## config.mk

```make
export PLATFORM = sky130hd
export DESIGN_NAME = channel_bit_rate_source_select
export DESIGN_NICKNAME = d
export VERILOG_FILES = /design/src/shared/rate_select_pkg.sv /design/src/rtl/rate_divider.sv /design/src/rtl/channel_bit_rate_source_select.sv
export SDC_FILE = /design/constraint.sdc
export NUM_CORES = 1
export LEC_CHECK = 0
export BUFFER_PORTS_ARGS = -buffer_cell sky130_fd_sc_hd__buf_2
export CAP_MARGIN = 40
export CORE_AREA = 2 2 302 214
export DETAILED_ROUTE_END_ITERATION = 16
export DIE_AREA = 0 0 304 216
export GPL_ROUTABILITY_DRIVEN = 0
export SLEW_MARGIN = 20
export SYNTH_ARGS = -nofsm -noshare
export SYNTH_HDL_FRONTEND = slang
export SYNTH_SLANG_ARGS = --single-unit
```

## constraint.sdc

```tcl
create_clock -name i_ref_clk -period 9.2 [get_ports i_ref_clk]
set_input_delay 1.84 -clock i_ref_clk [delete_from_list [all_inputs] [get_ports i_ref_clk]]
set_output_delay 1.84 -clock i_ref_clk [all_outputs]
set_load 0.1 [all_outputs]
```

## src/shared/rate_select_pkg.sv

```systemverilog
// Purpose: constants shared by the bit-rate source select block
// Assumes: 32-bit apb data, one register per aligned word
// Notes: generator table is indexed by {set, extend, nibble}
package rate_select_pkg;
  // clock of the block
  localparam int REF_CLK_PERIOD_NS = 50;
  // apb map
  localparam int ADDR_W = 8;
  localparam int DATA_W = 32;
  localparam logic [7:0] OFS_CMD_A = 8'h00;
  localparam logic [7:0] OFS_CMD_B = 8'h04;
  localparam logic [7:0] OFS_AUX = 8'h08;
  localparam logic [7:0] OFS_CSEL_A = 8'h0C;
  localparam logic [7:0] OFS_CSEL_B = 8'h10;
  localparam logic [7:0] OFS_TMR_UP = 8'h14;
  localparam logic [7:0] OFS_TMR_LO = 8'h18;
  localparam logic [7:0] OFS_OPCFG = 8'h1C;
  localparam logic [7:0] OFS_SYSCFG = 8'h20;
  localparam logic [7:0] OFS_STATUS = 8'h24;
  // reset values
  localparam logic [7:0] REG8_RST = 8'h00;
  // channel command codes
  localparam logic [7:0] CMD_SET_RX_EXT = 8'h08;
  localparam logic [7:0] CMD_CLR_RX_EXT = 8'h09;
  localparam logic [7:0] CMD_SET_TX_EXT = 8'h0A;
  localparam logic [7:0] CMD_CLR_TX_EXT = 8'h0B;
  // aux control fields
  localparam int AUX_SET_BIT = 7;
  localparam int AUX_MODE_HI = 6;
  localparam int AUX_MODE_LO = 4;
  localparam logic [2:0] MODE_TIMER_REF = 3'h6;
  // output pin config fields
  localparam int OPCFG_HI = 3;
  localparam int OPCFG_LO = 2;
  localparam logic [1:0] OPCFG_TIMER = 2'h1;
  // system config fields
  localparam int SYSCFG_HALVE = 0;
  localparam int SYSCFG_GP_OUT = 1;
  // status fields
  localparam int STAT_EXT_LO = 0;
  localparam int STAT_TIMER = 4;
  localparam int STAT_PIN_LO = 5;
  // clock-select nibble codes
  localparam logic [3:0] NIB_BRG_LAST = 4'hC;
  localparam logic [3:0] NIB_TIMER = 4'hD;
  localparam logic [3:0] NIB_EXT_16X = 4'hE;
  localparam logic [3:0] NIB_EXT_1X = 4'hF;
  // oversample counter
  localparam int OVS_W = 4;
  localparam logic [3:0] OVS_LAST = 4'hF;
  // generator divisors, reference edges per 16x tick
  localparam int BRG_DIV_W = 13;
  localparam int BRG_CNT_W = 14;
  localparam logic [12:0] BRG_DIV [0:63] = '{
    13'h1200, 13'h082E, 13'h06B1, 13'h0480, 13'h0300, 13'h0180, 13'h00C0, 13'h00DB,
    13'h0080, 13'h0073, 13'h0060, 13'h0018, 13'h000C, 13'h0001, 13'h0001, 13'h0001,
    13'h0C00, 13'h0600, 13'h06B1, 13'h0240, 13'h0100, 13'h0020, 13'h0040, 13'h006E,
    13'h0030, 13'h0028, 13'h0010, 13'h0008, 13'h0006, 13'h0001, 13'h0001, 13'h0001,
    13'h0C00, 13'h082E, 13'h06B1, 13'h0600, 13'h0300, 13'h0180, 13'h00C0, 13'h0080,
    13'h0060, 13'h0030, 13'h0020, 13'h0018, 13'h0004, 13'h0001, 13'h0001, 13'h0001,
    13'h0600, 13'h0480, 13'h0300, 13'h0120, 13'h0090, 13'h0048, 13'h0024, 13'h0012,
    13'h0002, 13'h0003, 13'h0018, 13'h000C, 13'h0060, 13'h0001, 13'h0001, 13'h0001
  };
  // apb slave states
  typedef enum logic [0:0] {
    ST_IDLE = 1'b0,
    ST_RESP = 1'b1
  } apb_state_e;
endpackage

```

## src/rtl/rate_divider.sv

```systemverilog
// Purpose: per-direction source select and divide to bit tick
// Assumes: all tick inputs are one-cycle pulses on i_ref_clk
// Notes: outputs are registered pulses
`timescale 1ns/1ps
module rate_divider
  import rate_select_pkg::*;
(
  input wire logic i_ref_clk,
  input wire logic i_nrst,
  input wire logic [3:0] i_sel,
  input wire logic [BRG_DIV_W-1:0] i_div,
  input wire logic i_halve,
  input wire logic i_ref_rise,
  input wire logic i_timer_rise,
  input wire logic i_ext_rise,
  output logic o_x16_tick,
  output logic o_bit_tick
);
  logic [BRG_CNT_W-1:0] brg_cnt; // reference edges seen
  logic [BRG_CNT_W-1:0] div_last; // last count of a period
  logic brg_tick; // generator 16x tick
  logic src_tick; // selected source tick
  logic direct; // source used as 1x
  logic [OVS_W-1:0] ovs_cnt; // divide by sixteen

  // divided mode doubles the period
  always_comb begin
    if (i_halve) begin
      div_last = {i_div, 1'b0} - BRG_CNT_W'(1);
    end else begin
      div_last = {1'b0, i_div} - BRG_CNT_W'(1);
    end
    brg_tick = i_ref_rise && (brg_cnt >= div_last);
    direct = (i_sel == NIB_EXT_1X);
  end

  // source select by nibble
  always_comb begin
    if (i_sel <= NIB_BRG_LAST) begin
      src_tick = brg_tick;
    end else if (i_sel == NIB_TIMER) begin
      src_tick = i_timer_rise;
    end else begin
      src_tick = i_ext_rise;
    end
  end

  // generator period counter
  always_ff @(posedge i_ref_clk or negedge i_nrst) begin
    if (!i_nrst) begin
      brg_cnt <= '0;
    end else if (brg_tick) begin
      brg_cnt <= '0;
    end else if (i_ref_rise) begin
      brg_cnt <= brg_cnt + 1'b1;
    end
  end

  // oversample counter, idle in 1x
  always_ff @(posedge i_ref_clk or negedge i_nrst) begin
    if (!i_nrst) begin
      ovs_cnt <= '0;
    end else if (direct) begin
      ovs_cnt <= '0;
    end else if (src_tick) begin
      ovs_cnt <= ovs_cnt + 1'b1;
    end
  end

  // registered tick outputs
  always_ff @(posedge i_ref_clk or negedge i_nrst) begin
    if (!i_nrst) begin
      o_x16_tick <= 1'b0;
      o_bit_tick <= 1'b0;
    end else begin
      o_x16_tick <= src_tick && !direct;
      if (direct) begin
        o_bit_tick <= src_tick;
      end else begin
        o_bit_tick <= src_tick && (ovs_cnt == OVS_LAST);
      end
    end
  end
endmodule

```

## src/rtl/channel_bit_rate_source_select.sv

```systemverilog
// Purpose: bit-rate clock source select for channels a and b
// Assumes: apb slave on i_ref_clk; pins are asynchronous
// Notes: one rate_divider per direction, a tx, a rx, b tx, b rx
// Notes on behaviour
// - command 0A sets transmit extend bit
// - command 08 sets receive extend bit
// - aux msb picks second rate set
// - set two, extends, 88 give 115.2k
// - timer square wave is source over twice count
// - aux mode 110 runs timer from reference
// - nibble D uses timer as 16x
// - output config 01 puts timer on pin three
// - 1x external pins used undivided
// - 16x external clock divided by sixteen
// - generator offers 33 distinct rates
// - nibbles 0 to C use generator
// - low nibble transmit, high nibble receive
// - codes 09 and 0B clear extends
// - divided clock mode halves every generator rate
`timescale 1ns/1ps
module channel_bit_rate_source_select
  import rate_select_pkg::*;
(
  input wire logic i_ref_clk,
  input wire logic i_nrst,
  input wire logic i_psel,
  input wire logic i_penable,
  input wire logic i_pwrite,
  input wire logic [ADDR_W-1:0] i_paddr,
  input wire logic [DATA_W-1:0] i_pwdata,
  input wire logic i_reference_clock_input,
  input wire logic i_input_pin_three,
  input wire logic i_input_pin_four,
  input wire logic i_input_pin_five,
  input wire logic i_input_pin_six,
  output logic o_pready,
  output logic [DATA_W-1:0] o_prdata,
  output logic o_pslverr,
  output logic o_output_pin_three,
  output logic o_a_tx_x16_tick,
  output logic o_a_tx_bit_tick,
  output logic o_a_rx_x16_tick,
  output logic o_a_rx_bit_tick,
  output logic o_b_tx_x16_tick,
  output logic o_b_rx_x16_tick,
  output logic o_b_tx_bit_tick,
  output logic o_b_rx_bit_tick
);

  // pin synchronisers
  logic [4:0] pin_meta; // first stage, read by pin_sync only
  logic [4:0] pin_sync; // second stage
  logic [4:0] pin_last; // previous synced level
  logic [4:0] pin_rise; // rising edge pulses

  // apb slave
  apb_state_e state; // access phase tracker
  apb_state_e next_state;
  logic wr_en; // write takes effect this edge
  logic [DATA_W-1:0] next_rdata;
  logic next_err;

  // software registers
  logic [7:0] channel_a_clock_select;
  logic [7:0] channel_b_clock_select;
  logic [7:0] aux_control_first;
  logic [7:0] timer_preload_upper;
  logic [7:0] timer_preload_lower;
  logic [7:0] output_pin_config_first;
  logic [7:0] sys_config; // halve and gp output bits

  // extend bits: a rx, a tx, b rx, b tx
  logic a_rx_ext;
  logic a_tx_ext;
  logic b_rx_ext;
  logic b_tx_ext;

  // counter/timer
  logic [15:0] timer_cnt; // down counter
  logic timer_sq; // square wave
  logic timer_sq_last; // for rising edge
  logic timer_rise; // one pulse per period
  logic timer_run; // timer mode selected

  // per-direction wiring, index 0 a tx, 1 a rx, 2 b tx, 3 b rx
  logic [3:0] dir_sel [0:3];
  logic [BRG_DIV_W-1:0] dir_div [0:3];
  logic [3:0] dir_ext;
  logic [3:0] dir_x16;
  logic [3:0] dir_bit;
  logic [3:0] dir_pin_rise;
  logic rate_set; // second set selected

  // input synchronisers, two flops before use
  always_ff @(posedge i_ref_clk or negedge i_nrst) begin
    if (!i_nrst) begin
      pin_meta <= 5'h00;
      pin_sync <= 5'h00;
      pin_last <= 5'h00;
    end else begin
      pin_meta <= {i_input_pin_six, i_input_pin_five, i_input_pin_four,
                   i_input_pin_three, i_reference_clock_input};
      pin_sync <= pin_meta;
      pin_last <= pin_sync;
    end
  end

  // edges are taken after the second stage
  always_comb begin
    pin_rise = pin_sync & ~pin_last;
  end

  // apb state: answer one cycle into the access phase
  always_comb begin
    next_state = state;
    case (state)
      ST_IDLE: begin
        // access phase seen, answer next cycle
        if (i_psel && i_penable) begin
          next_state = ST_RESP;
        end
      end
      ST_RESP: begin
        // pready is high now, transfer ends
        next_state = ST_IDLE;
      end
      default: begin
        next_state = ST_IDLE;
      end
    endcase
  end

  // write happens at the edge that samples pready high
  always_comb begin
    wr_en = (state == ST_RESP) && i_psel && i_penable && i_pwrite;
  end

  // state register
  always_ff @(posedge i_ref_clk or negedge i_nrst) begin
    if (!i_nrst) begin
      state <= ST_IDLE;
    end else begin
      state <= next_state;
    end
  end

  // read mux and address check
  always_comb begin
    next_rdata = '0;
    next_err = 1'b0;
    if (i_paddr == OFS_CMD_A) begin
      // commands are write only, read zero
      next_rdata = '0;
    end else if (i_paddr == OFS_CMD_B) begin
      next_rdata = '0;
    end else if (i_paddr == OFS_AUX) begin
      next_rdata[7:0] = aux_control_first;
    end else if (i_paddr == OFS_CSEL_A) begin
      next_rdata[7:0] = channel_a_clock_select;
    end else if (i_paddr == OFS_CSEL_B) begin
      next_rdata[7:0] = channel_b_clock_select;
    end else if (i_paddr == OFS_TMR_UP) begin
      next_rdata[7:0] = timer_preload_upper;
    end else if (i_paddr == OFS_TMR_LO) begin
      next_rdata[7:0] = timer_preload_lower;
    end else if (i_paddr == OFS_OPCFG) begin
      next_rdata[7:0] = output_pin_config_first;
    end else if (i_paddr == OFS_SYSCFG) begin
      next_rdata[7:0] = sys_config;
    end else if (i_paddr == OFS_STATUS) begin
      // live state of extends, timer and clock pins
      next_rdata[STAT_EXT_LO +: 4] = dir_ext;
      next_rdata[STAT_TIMER] = timer_sq;
      next_rdata[STAT_PIN_LO +: 4] = pin_sync[4:1];
    end else begin
      // unmapped address
      next_err = 1'b1;
    end
  end

  // apb answer outputs, all registered
  always_ff @(posedge i_ref_clk or negedge i_nrst) begin
    if (!i_nrst) begin
      o_pready <= 1'b0;
      o_prdata <= '0;
      o_pslverr <= 1'b0;
    end else if (state == ST_IDLE && i_psel && i_penable) begin
      // present the answer with pready
      o_pready <= 1'b1;
      o_pslverr <= next_err;
      if (!i_pwrite) begin
        o_prdata <= next_rdata;
      end else begin
        o_prdata <= '0;
      end
    end else begin
      // drop the answer after one cycle
      o_pready <= 1'b0;
      o_pslverr <= 1'b0;
      o_prdata <= '0;
    end
  end

  // clock-select registers
  always_ff @(posedge i_ref_clk or negedge i_nrst) begin
    if (!i_nrst) begin
      channel_a_clock_select <= REG8_RST;
      channel_b_clock_select <= REG8_RST;
    end else if (wr_en) begin
      if (i_paddr == OFS_CSEL_A) begin
        channel_a_clock_select <= i_pwdata[7:0];
      end else if (i_paddr == OFS_CSEL_B) begin
        channel_b_clock_select <= i_pwdata[7:0];
      end
    end
  end

  // aux, output config and system config registers
  always_ff @(posedge i_ref_clk or negedge i_nrst) begin
    if (!i_nrst) begin
      aux_control_first <= REG8_RST;
      output_pin_config_first <= REG8_RST;
      sys_config <= REG8_RST;
    end else if (wr_en) begin
      if (i_paddr == OFS_AUX) begin
        aux_control_first <= i_pwdata[7:0];
      end else if (i_paddr == OFS_OPCFG) begin
        output_pin_config_first <= i_pwdata[7:0];
      end else if (i_paddr == OFS_SYSCFG) begin
        sys_config <= i_pwdata[7:0];
      end
    end
  end

  // timer preload registers
  always_ff @(posedge i_ref_clk or negedge i_nrst) begin
    if (!i_nrst) begin
      timer_preload_upper <= REG8_RST;
      timer_preload_lower <= REG8_RST;
    end else if (wr_en) begin
      if (i_paddr == OFS_TMR_UP) begin
        timer_preload_upper <= i_pwdata[7:0];
      end else if (i_paddr == OFS_TMR_LO) begin
        timer_preload_lower <= i_pwdata[7:0];
      end
    end
  end

  // extend bits, channel a commands
  always_ff @(posedge i_ref_clk or negedge i_nrst) begin
    if (!i_nrst) begin
      a_rx_ext <= 1'b0;
      a_tx_ext <= 1'b0;
    end else if (wr_en && i_paddr == OFS_CMD_A) begin
      if (i_pwdata[7:0] == CMD_SET_TX_EXT) begin
        a_tx_ext <= 1'b1;
      end else if (i_pwdata[7:0] == CMD_SET_RX_EXT) begin
        a_rx_ext <= 1'b1;
      end else if (i_pwdata[7:0] == CMD_CLR_RX_EXT) begin
        a_rx_ext <= 1'b0;
      end else if (i_pwdata[7:0] == CMD_CLR_TX_EXT) begin
        a_tx_ext <= 1'b0;
      end
    end
  end

  // extend bits, channel b commands
  always_ff @(posedge i_ref_clk or negedge i_nrst) begin
    if (!i_nrst) begin
      b_rx_ext <= 1'b0;
      b_tx_ext <= 1'b0;
    end else if (wr_en && i_paddr == OFS_CMD_B) begin
      if (i_pwdata[7:0] == CMD_SET_TX_EXT) begin
        b_tx_ext <= 1'b1;
      end else if (i_pwdata[7:0] == CMD_SET_RX_EXT) begin
        b_rx_ext <= 1'b1;
      end else if (i_pwdata[7:0] == CMD_CLR_RX_EXT) begin
        b_rx_ext <= 1'b0;
      end else if (i_pwdata[7:0] == CMD_CLR_TX_EXT) begin
        b_tx_ext <= 1'b0;
      end
    end
  end

  // timer mode decode
  always_comb begin
    timer_run = (aux_control_first[AUX_MODE_HI:AUX_MODE_LO] == MODE_TIMER_REF);
    timer_rise = timer_sq && !timer_sq_last;
  end

  // counter/timer: toggle every preload count of reference edges
  always_ff @(posedge i_ref_clk or negedge i_nrst) begin
    if (!i_nrst) begin
      timer_cnt <= 16'h0000;
      timer_sq <= 1'b0;
    end else if (!timer_run) begin
      // stopped: hold preload, output low
      timer_cnt <= {timer_preload_upper, timer_preload_lower};
      timer_sq <= 1'b0;
    end else if (pin_rise[0]) begin
      if ({timer_preload_upper, timer_preload_lower} == 16'h0000) begin
        // zero preload holds the wave still
        timer_sq <= timer_sq;
      end else if (timer_cnt <= 16'h0001) begin
        // half period done, reload and toggle
        timer_cnt <= {timer_preload_upper, timer_preload_lower};
        timer_sq <= !timer_sq;
      end else begin
        timer_cnt <= timer_cnt - 16'h0001;
      end
    end
  end

  // previous timer level for edge pulse
  always_ff @(posedge i_ref_clk or negedge i_nrst) begin
    if (!i_nrst) begin
      timer_sq_last <= 1'b0;
    end else begin
      timer_sq_last <= timer_sq;
    end
  end

  // output pin three: timer wave or general-purpose level
  always_ff @(posedge i_ref_clk or negedge i_nrst) begin
    if (!i_nrst) begin
      o_output_pin_three <= 1'b0;
    end else if (output_pin_config_first[OPCFG_HI:OPCFG_LO] == OPCFG_TIMER) begin
      o_output_pin_three <= timer_sq;
    end else begin
      o_output_pin_three <= sys_config[SYSCFG_GP_OUT];
    end
  end

  // per-direction select nibbles, extends and pins
  always_comb begin
    rate_set = aux_control_first[AUX_SET_BIT];
    dir_sel[0] = channel_a_clock_select[3:0];
    dir_sel[1] = channel_a_clock_select[7:4];
    dir_sel[2] = channel_b_clock_select[3:0];
    dir_sel[3] = channel_b_clock_select[7:4];
    dir_ext = {b_rx_ext, b_tx_ext, a_rx_ext, a_tx_ext};
    // 1x data must be kept synchronous by the far end
    dir_pin_rise = pin_rise[4:1];
  end

  // generator table lookup per direction
  always_comb begin
    for (int i = 0; i < 4; i++) begin
      dir_div[i] = BRG_DIV[{rate_set, dir_ext[i], dir_sel[i]}];
    end
  end

  // one divider per direction
  generate
    for (genvar d = 0; d < 4; d++) begin : g_dir
      rate_divider u_div (
        .i_ref_clk(i_ref_clk),
        .i_nrst(i_nrst),
        .i_sel(dir_sel[d]),
        .i_div(dir_div[d]),
        .i_halve(sys_config[SYSCFG_HALVE]),
        .i_ref_rise(pin_rise[0]),
        .i_timer_rise(timer_rise),
        .i_ext_rise(dir_pin_rise[d]),
        .o_x16_tick(dir_x16[d]),
        .o_bit_tick(dir_bit[d])
      );
    end
  endgenerate

  // tick outputs come from divider flops
  assign o_a_tx_x16_tick = dir_x16[0];
  assign o_a_tx_bit_tick = dir_bit[0];
  assign o_a_rx_x16_tick = dir_x16[1];
  assign o_a_rx_bit_tick = dir_bit[1];
  assign o_b_tx_x16_tick = dir_x16[2];
  assign o_b_tx_bit_tick = dir_bit[2];
  assign o_b_rx_x16_tick = dir_x16[3];
  assign o_b_rx_bit_tick = dir_bit[3];

endmodule

```

==> flow_summary_export.csv <==
group,metric,value,unit
global_route,grtUsageMet2,17.98,%
global_route,antenna_found_initial,0,
die,start_util,24.80,%
global_route,grt.overflow.total,0,
hold_path,worstHoldStart,"pin_meta[3]$_DFF_PN0_",
clock_tree,cts_setup_buffers,0,
critical_path,crit_path_max_incr_delay,700,ps
cells_and_area,final_core_util,27.23,%
die,die_h,216,um
critical_path,worstSetupPathType,"reg2reg",
synthesis,synth_seq_cells,186,
global_route,grt_pass1_vias,12960,
route,drt_drc_violations_left,0,
global_route,grt_max_degree,80,
die,dieArea,0.06566,mm2
placement,place_hpwl,29980,um
synthesis,async_reset_ff_share,100.0,%
die,io_pins,93,
hold_path,hold_path_class,"reg2reg",
critical_path,reg2reg_from,"channel_a_clock_select[4]$_DFFE_PN0P_",
route,drtPass1Iterations,5,
cells_and_area,syn_to_final_growth,9.771,%
power,p_leak,7.330,nW
synthesis,synth-edff-count,0,
clock_tree,cts_buffers,17,
route,drtIter0Drc,1425,
critical_path,crit_chain,"inv_1, ha_1, or3b_2, o211ai_1, a32oi_1, ha_1, nand4_1, nor2_1, a211oi_1, a221o_1, ha_1, nand4_1, nor2_1, a2111oi_0, o21a_1, o31ai_1, a21boi_0",
cells_and_area,nets,1965,
synthesis,seq_area_frac_synth,29.92,%
die,core,0.06272,mm2
route,drtAntennaViolNets,0,
cells_and_area,layoutNonFillerInstCount,2655,
sta,max_slew_margin,47.07,%
clock_tree,cts_num_sinks,186,
synthesis,synth.avg_cell_area,8.478,um2
synthesis,netlist_area,0.01556,mm2
clock_tree,cts.path.max_buffers,2,
route,wl_per_cell,15.71,um
placement,dp.cells,2620,
sta,finalMaxSlewViolations,0,
critical_path,cp-end-kind,"register",
placement,io_buffers,45,
route,vias,13920,
cells_and_area,antenna_cells,0,
sta,fmax,0.1681,GHz
sta,tightestPinTransition,773.9,ps
global_route,grt_use_met1,18.82,%
clock_tree,cts_resized,0,
sta,clock_skew,12.85,ps
sta,timing.final.crit_share,64.68,%
die,die_x,304,um
clock_tree,worstSkewPairLatency,460,ps
synthesis,yosys.cell_types.count,92,
sta,hold_violations,0,
route,vias_per_cell,5.242,
synthesis,synth_ff_type,"dfrtp_1",
sta,rsz0062_at_grt,"no",
critical_path,worst_path_most_repeated_cell,"ha_1",
clock_tree,cts_tree,"built",
job,drv_cap,0,
sta,fin_crit,5951,ps
critical_path,path_max_fanout,15,
critical_path,crit_arrival,6230,ps
clock_tree,cts-hold-fix-buffers,0,
clock_tree,h-tree-depth,4,
synthesis,synthCells,1835,
critical_path,crit_path_start,"channel_a_clock_select[4]$_DFFE_PN0P_",
critical_path,critPathSlowestCell,"a21boi_0",
cells_and_area,nFillCells,6621,
power,ir_worst_vdd,0.1353,mV
critical_path,cp.required,9470,ps
clock_tree,clkTransAtPathRegs,80,ps
global_route,grt_usage,12.55,%
run_status,status,"finished clean",
synthesis,yosys_warnings,0,
die,rows,77,
global_route,use_met3,2.799,%
clock_tree,cts_root_buffer,"clkbuf_16",
sta,timing.setup.tns,0,ps
power,powerDensity,113.8,mW/mm2
route,routed_wirelength,41720,um
sta,finalSetupViolations,0,
critical_path,cp-start-kind,"register",
global_route,busiest_layer,"met1",
cells_and_area,drive_gt1_share,11.83,%
global_route,grt_pass1_wl,68230,um
-- metal layers --
| metal | routed length (um) | part of all wire, % | vias up |
|---|---|---|---|
| met2 | 17130 | 41 | 479 |
| met1 | 21400 | 51 | 6731 |
| met4 | 503 | 1.2 | 0 |
| met5 | 0 | 0 | - |
| li1 | - | - | 6673 |
| met3 | 2688 | 6.4 | 34 |
-- cell usage in the layout (no fill, tap or decap), types with 45 or more instances in the layout --
cell and count:
nand3_1 56, nor3_1 49, mux2_2 68, ha_1 102
a21oi_1 109, mux2i_1 52, inv_1 46, nor2_1 176
nand2_1 149, o21ai_0 106, dfrtp_1 184, buf_2 45
-- flip-flops by register name, indices dropped and copies added, names as in the netlist, 4 cells and up --
name / cells
pin_meta: 5
output_pin_config_first: 8
o_prdata: 9
sys_config: 8
pin_last: 5
timer_preload_upper: 8
g_dir.u_div.ovs_cnt: 16
channel_a_clock_select: 8
channel_b_clock_select: 8
aux_control_first: 8
timer_cnt: 16
g_dir.u_div.o_x16_tick: 4
timer_preload_lower: 8
pin_sync: 5
g_dir.u_div.o_bit_tick: 4
g_dir.u_div.brg_cnt: 56
-- synthesized netlist by cell type, types with 29 or more instances --
master    count  area share [%]
dfrtp_1     186              30
nor2_1      176             4.2
nand2_1     149             3.6
a21oi_1     109             3.5
o21ai_0     106             3.4
ha_1        102             8.2
clkbuf_1     73             1.8
mux2_2       68             4.9
nand3_1      56             1.8
mux2i_1      52             3.3
nor3_1       50             1.6
inv_1        46             1.1
nand2b_1     42             1.7
nor2b_1      34             1.4
o211ai_1     33             1.6
xnor2_1      33             1.9
and3_1       31             1.2
xor2_1       31             1.7
buf_4        29             1.4
-- critical path: cells and delay by family, from the launching register on --
family / cells / cell delay [ps]
DFF: 1 / 670
buffers and inverters: 1 / 200
and+or+nand+nor: 5 / 1150
adders and majority gates: 3 / 970
AOI/OAI and AO/OA: 8 / 2780
-- power breakdown --
part	internal, mW	switching (mW)	total, mW	leakage (nW)
sequential	0.856	0.0557	0.912	2.52
clock	0.398	0.384	0.782	0.295
combinational	0.0856	0.165	0.250	4.52
total	1.34	0.604	1.94	7.33
-- final cells by class --
class / instances / area, um2 / area share, %
Multi-Input combinational cell: 1492 / 10130 / 59.30
Sequential cell: 186 / 4657 / 27.27
Tap cell: 829 / 1037 / 6.074
Timing Repair Buffer: 69 / 461.7 / 2.704
Clock buffer: 18 / 439.2 / 2.572
Clock inverter: 14 / 178.9 / 1.048
Inverter: 47 / 176.4 / 1.033
-- metrics by stage --
| step | instance area, um2 | power [mW] | setup WS [ps] | hold slack [ps] |
|---|---|---|---|---|
| finish | 17080 | 1.944 | 3249 | 355.2 |
| global route | 17080 | 2.040 | 2928 | 360.9 |
| CTS | 17030 | 1.963 | 3446 | 357.5 |
| detailed placement | 16410 | 1.176 | 3473 | 339.5 |
| global placement | 16350 | 1.166 | 3283 | 333.2 |
| floorplan | 15640 | 1.102 | 4114 | 331.2 |
-- path summary, 6_finish.rpt --
| kind | cells after the start | end | slack, ps |
|---|---|---|---|
| max in group asynchronous | 3 | sys_config[0]$_DFFE_PN0P_ | 6770 |
| min in group asynchronous | 1 | pin_meta[0]$_DFF_PN0_ | 1350 |
| max | 17 | g_dir[1].u_div.o_bit_tick$_DFF_PN0_ | 3250 |
| min reg2reg | 0 | pin_sync[3]$_DFF_PN0_ | 360 |
| max reg2reg | 17 | g_dir[1].u_div.o_bit_tick$_DFF_PN0_ | 3250 |
| min | 0 | pin_sync[3]$_DFF_PN0_ | 360 |
-- logic make-up after synthesis --
| kind of cell | count (synthesis) | synth area share [%] |
|---|---|---|
| buffers and inverters | 179 | 5.590 |
| DFF | 186 | 29.92 |
| and+or+nand+nor | 698 | 23.07 |
| muxes | 120 | 8.268 |
| AOI/OAI and AO/OA | 485 | 21.32 |
| adders and majority gates | 102 | 8.203 |
| other | 1 | 0.02410 |
| xor gates and xnor gates | 64 | 3.603 |
No activity file was read; power rests on OpenSTA's default activity.
